==> src/hw/foc_cfg_consts.vh <==
// Constants for the startup and closed-loop configuration decoder
`ifndef FOC_CFG_CONSTS_VH
`define FOC_CFG_CONSTS_VH

// Register bus
`define CFG_ADDR_W 8
`define CFG_DATA_W 32
`define STARTUP_CONFIG_TWO_ADDR 8'h44
`define CLOSED_LOOP_CONFIG_ADDR 8'h48
`define LOOP_STATUS_ADDR 8'h4C
`define STARTUP_CONFIG_TWO_RST 32'h00000000
`define CLOSED_LOOP_CONFIG_RST 32'h00000000
`define CFG_READ_ZERO 32'h00000000

// startup_config_two fields
`define SCS_MSB 7
`define SCS_LSB 4
`define ICS_SEL_BIT 3
`define TER_MSB 2
`define TER_LSB 0

// closed_loop_config fields
`define CL_RSVD_MSB 31
`define CL_RSVD_LSB 30
`define CL_MODE_MSB 29
`define CL_MODE_LSB 28
`define CL_FAST_BIT 27
`define CL_ILIM_MSB 26
`define CL_ILIM_LSB 22
`define CL_STOP_MSB 21
`define CL_STOP_LSB 20
`define CL_OVM_BIT 19

// Modes and stop methods
`define MODE_SPEED 2'h0
`define MODE_POWER 2'h1
`define MODE_TORQUE 2'h2
`define MODE_VOLTAGE 2'h3
`define STOP_HIZ 2'h0
`define STOP_SPIN_DOWN 2'h1
`define STOP_BRAKE 2'h2
`define STOP_RESERVED 2'h3

// Sampling rate ceilings in kHz
`define FOC_RATE_HIGH_KHZ 4'hA
`define FOC_RATE_LOW_KHZ 4'h5

// Shares are in tenths of a percent
`define SHARE_W 10
`define SHARE_FULL_SCALE 10'h3E8
`define ZERO_HZ 1'b0

`endif

==> src/hw/share_scaler.v <==
// Scales an absolute maximum by a share given in tenths of a percent
`timescale 1ns/1ps
`default_nettype none
`include "foc_cfg_consts.vh"

module share_scaler #(
    parameter VAL_W = 16
) (
    input wire clock_i,
    input wire srst_i,
    input wire [VAL_W-1:0] value_i,
    input wire [`SHARE_W-1:0] share_i,
    output reg [VAL_W-1:0] scaled_o
);
    localparam PROD_W = VAL_W + `SHARE_W;

    wire [PROD_W-1:0] product;
    wire [PROD_W-1:0] full_scale;
    wire [PROD_W-1:0] quotient;

    assign product = {{`SHARE_W{1'b0}}, value_i} * {{VAL_W{1'b0}}, share_i};
    assign full_scale = {{VAL_W{1'b0}}, `SHARE_FULL_SCALE};
    assign quotient = product / full_scale;

    always @(posedge clock_i) begin
        if (srst_i) begin
            scaled_o <= {VAL_W{1'b0}};
        end else begin
            scaled_o <= quotient[VAL_W-1:0];
        end
    end
endmodule // share_scaler

`default_nettype wire

==> src/hw/code_hold.v <==
// Holds the last valid code of a field that has one reserved code
`timescale 1ns/1ps
`default_nettype none

module code_hold #(
    parameter W = 2,
    parameter [W-1:0] RESERVED = {W{1'b1}},
    parameter [W-1:0] RST = {W{1'b0}}
) (
    input wire clock_i,
    input wire srst_i,
    input wire [W-1:0] code_i,
    output reg [W-1:0] held_o
);
    always @(posedge clock_i) begin
        if (srst_i) begin
            held_o <= RST;
        end else if (code_i != RESERVED) begin
            held_o <= code_i;
        end
    end
endmodule // code_hold

`default_nettype wire

==> src/hw/foc_startup_loop_config.v <==
// Startup and closed-loop configuration registers with decoded settings
//
// Added by the designer: strobed register access.
`timescale 1ns/1ps
`default_nettype none
`include "foc_cfg_consts.vh"

module foc_startup_loop_config #(
    parameter SPEED_W = 16,
    parameter CURRENT_W = 16
) (
    input wire clock_i,
    input wire srst_i,
    // Register port
    input wire [`CFG_ADDR_W-1:0] addr_i,
    input wire [`CFG_DATA_W-1:0] wdata_i,
    input wire wr_i,
    input wire rd_i,
    output reg [`CFG_DATA_W-1:0] rdata_o,
    // Scaling references
    input wire [SPEED_W-1:0] max_speed_i,
    input wire [CURRENT_W-1:0] base_current_i,
    // Startup settings
    output reg [`SHARE_W-1:0] initial_cycle_speed_share_o,
    output wire [SPEED_W-1:0] closed_first_freq_o,
    output reg [SPEED_W-1:0] open_first_freq_o,
    output reg initial_cycle_source_select_o,
    output reg [7:0] theta_ramp_rate_o,
    // Closed-loop settings
    output reg [1:0] control_mode_o,
    output reg mode_speed_o,
    output reg mode_power_o,
    output reg mode_torque_o,
    output reg mode_voltage_o,
    output reg fast_sampling_option_o,
    output reg [3:0] max_foc_rate_khz_o,
    output reg [`SHARE_W-1:0] current_ceiling_share_o,
    output wire [CURRENT_W-1:0] current_ceiling_o,
    output reg current_ceiling_active_o,
    output wire [1:0] stop_method_o,
    output reg overmod_en_o
);
    // ****************************************
    // Register storage
    // ****************************************
    reg [`CFG_DATA_W-1:0] startup_config_two;
    reg [`CFG_DATA_W-1:0] closed_loop_config;
    reg [`CFG_DATA_W-1:0] next_rdata;
    reg [`SHARE_W-1:0] next_speed_share;
    reg [`SHARE_W-1:0] next_current_share;
    reg [7:0] next_theta_rate;

    wire [3:0] speed_share_code;
    wire [2:0] theta_code;
    wire [4:0] ceiling_code;
    wire [1:0] mode_code;
    wire [1:0] stop_code;
    wire [SPEED_W-1:0] scaled_speed;

    assign speed_share_code = startup_config_two[`SCS_MSB:`SCS_LSB];
    assign theta_code = startup_config_two[`TER_MSB:`TER_LSB];
    assign mode_code = closed_loop_config[`CL_MODE_MSB:`CL_MODE_LSB];
    assign ceiling_code = closed_loop_config[`CL_ILIM_MSB:`CL_ILIM_LSB];
    assign stop_code = closed_loop_config[`CL_STOP_MSB:`CL_STOP_LSB];

    always @(posedge clock_i) begin
        if (srst_i) begin
            startup_config_two <= `STARTUP_CONFIG_TWO_RST;
            closed_loop_config <= `CLOSED_LOOP_CONFIG_RST;
        end else if (wr_i) begin
            if (addr_i == `STARTUP_CONFIG_TWO_ADDR) begin
                startup_config_two <= wdata_i;
            end
            if (addr_i == `CLOSED_LOOP_CONFIG_ADDR) begin
                // Whole word kept, reserved top bits included
                closed_loop_config <= wdata_i;
            end
        end
    end

    // ****************************************
    // Read path
    // ****************************************
    always @* begin
        next_rdata = `CFG_READ_ZERO;
        case (addr_i)
            `STARTUP_CONFIG_TWO_ADDR: begin
                next_rdata = startup_config_two;
            end
            `CLOSED_LOOP_CONFIG_ADDR: begin
                next_rdata = closed_loop_config;
            end
            `LOOP_STATUS_ADDR: begin
                next_rdata = {24'h000000, current_ceiling_active_o, overmod_en_o,
                    fast_sampling_option_o, initial_cycle_source_select_o,
                    stop_method_o, control_mode_o};
            end
            default: begin
                next_rdata = `CFG_READ_ZERO;
            end
        endcase
    end

    always @(posedge clock_i) begin
        if (srst_i) begin
            rdata_o <= `CFG_READ_ZERO;
        end else if (rd_i) begin
            rdata_o <= next_rdata;
        end else begin
            rdata_o <= `CFG_READ_ZERO;
        end
    end

    // ****************************************
    // Startup share table, tenths of a percent
    // ****************************************
    always @* begin
        case (speed_share_code)
            4'h0: next_speed_share = 10'h00A;
            4'h1: next_speed_share = 10'h014;
            4'h2: next_speed_share = 10'h01E;
            4'h3: next_speed_share = 10'h032;
            4'h4: next_speed_share = 10'h04B;
            4'h5: next_speed_share = 10'h064;
            4'h6: next_speed_share = 10'h07D;
            4'h7: next_speed_share = 10'h096;
            4'h8: next_speed_share = 10'h0AF;
            4'h9: next_speed_share = 10'h0C8;
            4'hA: next_speed_share = 10'h0FA;
            4'hB: next_speed_share = 10'h12C;
            4'hC: next_speed_share = 10'h15E;
            4'hD: next_speed_share = 10'h190;
            4'hE: next_speed_share = 10'h1C2;
            default: next_speed_share = 10'h1F4;
        endcase
    end

    // ****************************************
    // Theta error ramp, hundredths of deg/ms
    // ****************************************
    always @* begin
        case (theta_code)
            3'h0: next_theta_rate = 8'h01;
            3'h1: next_theta_rate = 8'h05;
            3'h2: next_theta_rate = 8'h0A;
            3'h3: next_theta_rate = 8'h0F;
            3'h4: next_theta_rate = 8'h14;
            3'h5: next_theta_rate = 8'h32;
            3'h6: next_theta_rate = 8'h64;
            default: next_theta_rate = 8'hC8;
        endcase
    end

    // ****************************************
    // Current ceiling table, tenths of a percent
    // ****************************************
    always @* begin
        case (ceiling_code)
            5'h00: next_current_share = 10'h04B;
            5'h01: next_current_share = 10'h050;
            5'h02: next_current_share = 10'h055;
            5'h03: next_current_share = 10'h05A;
            5'h04: next_current_share = 10'h05F;
            5'h05: next_current_share = 10'h064;
            5'h06: next_current_share = 10'h06E;
            5'h07: next_current_share = 10'h078;
            5'h08: next_current_share = 10'h082;
            5'h09: next_current_share = 10'h08C;
            5'h0A: next_current_share = 10'h096;
            5'h0B: next_current_share = 10'h0A0;
            5'h0C: next_current_share = 10'h0AA;
            5'h0D: next_current_share = 10'h0B4;
            5'h0E: next_current_share = 10'h0C8;
            5'h0F: next_current_share = 10'h0E1;
            5'h10: next_current_share = 10'h0FA;
            5'h11: next_current_share = 10'h113;
            5'h12: next_current_share = 10'h12C;
            5'h13: next_current_share = 10'h15E;
            5'h14: next_current_share = 10'h190;
            5'h15: next_current_share = 10'h1C2;
            5'h16: next_current_share = 10'h1F4;
            5'h17: next_current_share = 10'h226;
            5'h18: next_current_share = 10'h258;
            5'h19: next_current_share = 10'h2BC;
            5'h1A: next_current_share = 10'h2EE;
            5'h1B: next_current_share = 10'h320;
            5'h1C: next_current_share = 10'h352;
            5'h1D: next_current_share = 10'h384;
            5'h1E: next_current_share = 10'h3B6;
            default: next_current_share = 10'h3E8;
        endcase
    end

    // ****************************************
    // Registered decoded settings
    // ****************************************
    always @(posedge clock_i) begin
        if (srst_i) begin
            initial_cycle_speed_share_o <= {`SHARE_W{1'b0}};
            initial_cycle_source_select_o <= 1'b0;
            theta_ramp_rate_o <= 8'h00;
            control_mode_o <= `MODE_SPEED;
            mode_speed_o <= 1'b0;
            mode_power_o <= 1'b0;
            mode_torque_o <= 1'b0;
            mode_voltage_o <= 1'b0;
            fast_sampling_option_o <= 1'b0;
            max_foc_rate_khz_o <= 4'h0;
            current_ceiling_share_o <= {`SHARE_W{1'b0}};
            current_ceiling_active_o <= 1'b0;
            overmod_en_o <= 1'b0;
        end else begin
            initial_cycle_speed_share_o <= next_speed_share;
            initial_cycle_source_select_o <= startup_config_two[`ICS_SEL_BIT];
            theta_ramp_rate_o <= next_theta_rate;
            control_mode_o <= mode_code;
            mode_speed_o <= (mode_code == `MODE_SPEED);
            mode_power_o <= (mode_code == `MODE_POWER);
            mode_torque_o <= (mode_code == `MODE_TORQUE);
            mode_voltage_o <= (mode_code == `MODE_VOLTAGE);
            // Bit clear means the high rate is enabled
            fast_sampling_option_o <= ~closed_loop_config[`CL_FAST_BIT];
            if (closed_loop_config[`CL_FAST_BIT]) begin
                max_foc_rate_khz_o <= `FOC_RATE_LOW_KHZ;
            end else begin
                max_foc_rate_khz_o <= `FOC_RATE_HIGH_KHZ;
            end
            current_ceiling_share_o <= next_current_share;
            // Ceiling applies only in torque and speed modes
            current_ceiling_active_o <= (mode_code == `MODE_TORQUE) ||
                (mode_code == `MODE_SPEED);
            overmod_en_o <= closed_loop_config[`CL_OVM_BIT];
        end
    end

    // ****************************************
    // Absolute values from shares
    // ****************************************
    share_scaler #(
        .VAL_W(SPEED_W)
    ) u_speed_scaler (
        .clock_i(clock_i),
        .srst_i(srst_i),
        .value_i(max_speed_i),
        .share_i(initial_cycle_speed_share_o),
        .scaled_o(scaled_speed)
    );

    share_scaler #(
        .VAL_W(CURRENT_W)
    ) u_current_scaler (
        .clock_i(clock_i),
        .srst_i(srst_i),
        .value_i(base_current_i),
        .share_i(current_ceiling_share_o),
        .scaled_o(current_ceiling_o)
    );

    assign closed_first_freq_o = scaled_speed;

    always @(posedge clock_i) begin
        if (srst_i) begin
            open_first_freq_o <= {SPEED_W{1'b0}};
        end else if (initial_cycle_source_select_o) begin
            open_first_freq_o <= {SPEED_W{`ZERO_HZ}};
        end else begin
            open_first_freq_o <= scaled_speed;
        end
    end

    // ****************************************
    // Stop method with reserved code filtered
    // ****************************************
    code_hold #(
        .W(2),
        .RESERVED(`STOP_RESERVED),
        .RST(`STOP_HIZ)
    ) u_stop_hold (
        .clock_i(clock_i),
        .srst_i(srst_i),
        .code_i(stop_code),
        .held_o(stop_method_o)
    );

endmodule // foc_startup_loop_config

`default_nettype wire

==> config.mk <==
export PLATFORM = sky130hd
export DESIGN_NAME = foc_startup_loop_config
export DESIGN_NICKNAME = d
export VERILOG_FILES = /design/src/hw/share_scaler.v /design/src/hw/code_hold.v /design/src/hw/foc_startup_loop_config.v
export VERILOG_INCLUDE_DIRS = /design/src /design/src/hw
export SDC_FILE = /design/constraint.sdc
export NUM_CORES = 1
export LEC_CHECK = 0
export BUFFER_PORTS_ARGS = -buffer_cell sky130_fd_sc_hd__buf_2
export CAP_MARGIN = 20
export CORE_ASPECT_RATIO = 0.5
export CORE_MARGIN = 1.5
export CORE_UTILIZATION = 60
export CTS_CLUSTER_SIZE = 20
export DETAILED_ROUTE_END_ITERATION = 7
export PLACE_DENSITY = 0.8
export SLEW_MARGIN = 20
export SYNTH_ARGS = -nofsm -noshare
export SYNTH_HDL_FRONTEND = slang
export SYNTH_SLANG_ARGS = --single-unit
==> constraint.sdc <==
create_clock -name clock_i -period 28.7 [get_ports clock_i]
set_input_delay 4.305 -clock clock_i [delete_from_list [all_inputs] [get_ports clock_i]]
set_output_delay 4.305 -clock clock_i [all_outputs]
set_load 0.05 [all_outputs]
## Yosys cells after proc, flatten, opt, wreduce, memory -nomap -nowiden

Memory sizes are Yosys's and may differ from the RTL's. A register that Yosys moved wholly into a read port is not among the register bits.
Index checks and enable logic that the tools add are counted.

| storage, ports and cells | value |
|---|---|
| flip-flop bits (word level) | 178 |
| memory bits (read-only) | 464 |
| input bits | 76 |
| output and inout bits | 124 |
| memories | 2 |

| operators by class | value |
|---|---|
| multipliers | 2 |
| divide/modulo/power cells | 2 |
| eq/ne operators | 13 |
| mux-type cells | 3 |
| bitwise operators | 2 |
| reductions and logical operators | 7 |

Memory list:

| memory | words | width | rd ports | clocked after Yosys merged registers in | write ports | RTL line | source |
|---|---|---|---|---|---|---|---|
| (name not given) | 32 | 10 | 1 | 1 | 0 | foc_startup_loop_config.v:158 | `case (ceiling_code)` |
| (name not given) | 16 | 9 | 1 | 1 | 0 | foc_startup_loop_config.v:118 | `case (speed_share_code)` |

Operator list:

| kind | count |
|---|---|
| case mux 32 bit (3 select lines) | 1 |
| case mux 8 bit (7 select lines) | 1 |
| divider 26 x 10 -> 26 bit, second input constant | 2 |
| multiplier 16 x 10 -> 26 bit | 2 |
| == test 8 x 7 -> 1 bit, second input constant | 3 |
| == test 3 bit, second input constant | 3 |
| == test 3 x 2 -> 1 bit, second input constant | 2 |
| == test 2 bit, second input constant | 2 |
| two-way mux 4 bit | 1 |
| AND reduction 2 bit | 2 |
| OR reduction 2 bit | 2 |
| == test 3 x 1 -> 1 bit, second input constant | 1 |
| logical NOT 3 bit | 1 |
| == test 2 x 1 -> 1 bit, second input constant | 1 |
| logical NOT 2 bit | 1 |
| != test 2 bit, second input constant | 1 |
| NOT 1 bit | 2 |
| logical OR 1 bit | 1 |

## Logic depth before layout (Yosys ltp)

| depth | value |
|---|---|
| word-level depth | 2 |
| mapped depth | 63 |
| gate-level depth less buffers | 53 |

## Hierarchy

A second synthesis with hierarchy kept.

| unflattened totals | value |
|---|---|
| cells, all modules | 3,317 |
| area, all modules | 26,671.8 µm² |

Modules (own cells, without submodules):

| module | times used | cells an instance | area an instance (µm²) | sequential area each (µm²) |
|---|---|---|---|---|
| share_scaler (u_current_scaler) | 1 | 1,355 | 10,535.1 | 320.3 |
| share_scaler (u_speed_scaler) | 1 | 1,304 | 10,366.2 | 320.3 |
| foc_startup_loop_config | 1 | 652 | 5,685.5 | 3,002.9 |
| code_hold | 1 | 6 | 85.1 | 40.0 |

## Worst setup path after synthesis

OpenSTA, ideal clock, no wires.

| path | value |
|---|---|
| path kind | in2reg |
| start point | input base_current_i[13] |
| end point | register u_current_scaler.scaled_o[0] |
| data arrival time | 18.851 ns |
| path slack | 9.733 ns |
| stages | 57 |
| cell sequence | clkbuf_1 > nand2_1 > fa_1 > inv_1 > fa_1 > fa_1 > fa_1 > inv_1 > fa_1 > inv_1 > ha_1 > buf_2 > a21oi_1 > o211ai_1 > a21boi_1 > a211oi_2 > nor3_1 > buf_2 > [21 not listed] > buf_4 > mux2_4 > o311ai_2 > a21oi_1 > o211ai_1 > a211oi_2 > a31o_2 > nor2_2 > mux2_4 > a211oi_2 > a21oi_1 > o311a_4 > nor2_4 > mux2i_1 > xor2_1 > a2111oi_2 > o211a_1 > o211a_1 |

| between the ends | value |
|---|---|
| longest elaborated chain between the ends | 2 |

Ends and longest elaborated chain:

| element | RTL line | source |
|---|---|---|
| from (decl) | foc_startup_loop_config.v:22 | `input wire [CURRENT_W-1:0] base_current_i,` |
| multiplier 16 x 10 -> 26 bit | share_scaler.v:21 | `` assign product = {{`SHARE_W{1'b0}}, value_i} * {{VAL_W{1'b0}}, share_i}; `` |
| divider 26 x 10 -> 26 bit | share_scaler.v:23 | `assign quotient = product / full_scale;` |
| to (signal assigned) | share_scaler.v:27 | `scaled_o <= {VAL_W{1'b0}};` |
| to (signal assigned) | share_scaler.v:29 | `scaled_o <= quotient[VAL_W-1:0];` |
| to (decl) | share_scaler.v:13 | `output reg [VAL_W-1:0] scaled_o` |

No other way between the ends.
A chain may end at the register's enable or synchronous reset.

## Worst setup path after layout

| path | value |
|---|---|
| start point | input base_current_i[8] |
| end point | register u_current_scaler.scaled_o[0] |

The elaborated chain is that of the path after synthesis.

==> results.tsv <==
stage	metric	value	unit
status	run_status	complete, no violations	
setup_path	critPathMaxStageDelay	0.86	ns
global_routing	overall_overflow_remaining_after_global_route	0	
setup_path	critPathArrivalTime	21.88	ns
setup_path	critPathCaptureType	flip-flop	
cts	cts_hold_buffers	0	
power_and_ir_drop	power.total	3246	uW
die	die_height	149.7	um
timing	whs	0.4564	ns
detailed_routing	dr.first_iter.drc_count	2064	
detailed_routing	drt-wirelength-per-cell	17.82	um
cts	ctsHtreeMaxLevel	4	
timing	final-max-slew-violation-count	0	
yosys	synth.most_common_cell	nand2_1	
place	placement.io_buffers	198	
global_routing	antenna_found_initial	1	
yosys	total_standard_cell_area_after_synthesis	25810	sq um
setup_path	worstSetupStartpointType	input pin	
cts	postCtsResizedCells	0	
yosys	synth_cell_type_count	129	
yosys	netlist.area_leader.share	0.1605	
power_and_ir_drop	ir_worst_vdd	207.9	uV
die	dieWidth	296.3	um
setup_path	path_max_fanout	17	
yosys	syn_inst	3309	
cells_and_area	post_route_cells_drive_above_1_share	0.1093	
yosys	synth.net_count	3738	
timing	worstMarginPinSlew	1.035	ns
cts	numCtsBuffers	17	
yosys	synth-edff-count	0	
global_routing	grt_pass1_vias	23280	
die	core.rowCount	53	
die	initial_core_util	0.6121	
yosys	syn_avg_cell_area	7.801	sq um
timing	maximum_clock_skew_at_final_layout	0.02033	ns
power_and_ir_drop	cellPowerDensity	117.8	nW/um^2
die	floorplan.die_area	44350	sq um
yosys	yosys_warnings	0	
yosys	synth-seq-area-share	0.1427	
place	replace_congestion	0.9423	
detailed_routing	detailroute.via_count	25020	
setup_path	timing.critical_path.buf_inv	4	
timing	maxClockFrequency	46.44	MHz
cts	tritoncts	yes	
place	place_worst_setup_slack	7.154	ns
detailed_routing	wl_met2	34450	um
timing	finalHoldViolCount	0	
hold_path	hold_path.class	reg -> reg	
timing	total_negative_slack	0	ns
place	dpl.hpwl	53740	um
cells_and_area	syn2layout_area_growth	6.781	%
detailed_routing	drt_pre_antenna_iters	7	
timing	rsz0062_at_grt	no	
run	max-cap-violations	0	
global_routing	global_route_wire_length_before_repair	115200	um
die	core-area	42180	sq um
detailed_routing	detail_route.wirelength.met1	30350	um
setup_path	path_delay_family	compound AO/OA/AOI/OAI gates	
cts	clock_tree.root_cell	clkbuf_16	
detailed_routing	routed_wl	70650	um
detailed_routing	vias_per_cell	6.310	
timing	period_minus_slack	21.53	ns
yosys	yosys.area.top_type	fa_1	
setup_path	cp_common_cell	fa_1	
detailed_routing	drt.antenna.violating_nets	0	
global_routing	pin_count_of_the_biggest_net_entering_global_routing	86	
detailed_routing	routed.top_layer	met4	
cts	clkTransAtPathRegs	0.08	ns
cts	post-cts-setup-buffers	0	
yosys	synthTopCellsByArea	fa_1 (16%), dfxtp_1 (14%), ha_1 (7.1%)	
timing	slew_headroom	0.3076	
yosys	synth_common_cells	nand2_1 (464), nor2_1 (229), a21oi_1 (225), and2_1 (224), inv_1 (221)	
cts	cts.sink_count	184	
yosys	dominantRegCellSynth	dfxtp_1	
yosys	synth.ff_latch_count	184	
setup_path	setup.worst_path.class	in -> reg	
global_routing	globalRouteTotalUtil	0.3134	
timing	final_critical_path_setup_slack	7.166	ns
detailed_routing	remaining_drc_errors	0	
cts	clock_path_buffers	2	
detailed_routing	met3_length	4322	um
die	top_level_ports	200	
yosys	async_flop_share	0	
power_and_ir_drop	p_leak	0.01207	uW
timing	post-route-period-util	0.7503	
setup_path	cp_data_required_time	29.05	ns
cts	worstSkewPairLatency	0.47	ns
timing	setup_viol	0	
cells_and_area	nets_finish	3801	
setup_path	slowest_stage	a21oi_1	
cell usage in the layout (no fill, tap or decap), types with 15 or more instances in the layout:
cell	instances
buf_2	197
o211ai_1	47
xnor2_1	84
a211oi_1	56
a31oi_1	43
a22oi_1	29
mux2_2	16
clkbuf_16	17
nand3_1	64
o21ai_0	130
or2_2	22
and3_1	30
o22ai_1	25
inv_1	221
nand2b_1	18
a211o_1	15
nor3_1	69
nor2_1	228
or3_1	23
a21oi_1	225
o21a_1	25
nand4_1	25
a21o_1	33
ha_1	146
xor2_1	38
and2_1	224
o211a_1	18
nand2_1	464
fa_1	207
nor2b_1	27
o31ai_1	23
mux2i_1	28
o21ai_1	21
dfxtp_1	184
final timing paths:
check,startpoint,to,slack (ns),cells after the start
max,base_current_i[8],u_current_scaler.scaled_o[0]$_SDFF_PP0_,7.17,54
min,closed_loop_config[9]$_SDFFE_PP0P_,closed_loop_config[9]$_SDFFE_PP0P_,0.46,2
max reg2reg,current_ceiling_share_o[1]$_SDFF_PP0_,u_current_scaler.scaled_o[0]$_SDFF_PP0_,10.38,53
min reg2reg,closed_loop_config[9]$_SDFFE_PP0P_,closed_loop_config[9]$_SDFFE_PP0P_,0.46,2
area by class of cell:
cell class / instances / area [sq um]
multi-input cells: 2738 / 20600
fillers: 3660 / 14610
flip-flops and latches: 184 / 3684
repair buffers: 210 / 1084
inverters: 221 / 829.5
well taps: 577 / 721.9
clock buffers: 17 / 425.4
clock inverters: 15 / 217.7
diodes: 3 / 7.507
layer usage:
metal / GRT usage / vias to the layer above
met5: 0 / -
li1: - / 11890
met3: 0.03134 / 108
met2: 0.5418 / 928
met4: 0.08903 / 0
met1: 0.4171 / 12090
report_power, final:
group          leakage (uW)  switching, uW  total (uW)  internal [uW]
combinational        0.0103           1730        2710            979
sequential          0.00149           6.78         279            272
clock              0.000308            132         255            123
total                0.0121           1870        3250           1370
registers in the layout (all words and copies together), names as in the netlist, 2 cells and up:
signal	flops
control_mode_o	2
open_first_freq_o	16
current_ceiling_share_o	10
initial_cycle_speed_share_o	9
u_stop_hold.held_o	2
u_speed_scaler.scaled_o	16
theta_ramp_rate_o	8
startup_config_two	32
max_foc_rate_khz_o	2
closed_loop_config	32
u_current_scaler.scaled_o	16
rdata_o	32
worst reg2reg max path: cells and delay by family (launching register included):
kind | cells | cell delay (ns)
simple gates | 12 | 2.76
mux | 1 | 0.41
buf+inv | 3 | 0.16
xor+xnor | 1 | 0.46
compound gates | 30 | 10.57
flops | 1 | 0.83
fa+ha+maj | 6 | 3.04
cell families (layout without fill, tap and decap cells):
| kind of cell | count (synthesis) | in the layout | share of synthesized area |
|---|---|---|---|
| other cells | 1 | 4 | 0.0001453 |
| compound gates | 937 | 937 | 0.2592 |
| flops | 184 | 184 | 0.1427 |
| simple gates | 1263 | 1263 | 0.2370 |
| fa+ha+maj | 360 | 360 | 0.2341 |
| buf+inv | 387 | 463 | 0.06000 |
| xor+xnor | 127 | 127 | 0.04522 |
| mux | 50 | 50 | 0.02171 |
stage by stage:
stage                     area (sq um)    util  cells
after floorplan                  25810       -   3309
after global placement           26910  0.6382   3930
after detailed placement         26910  0.6382   3930
after CTS                        27560  0.6534   3962
after global routing             27560  0.6535   3963
final                            27570  0.6536   3965
(Power assumes the default switching activity.)
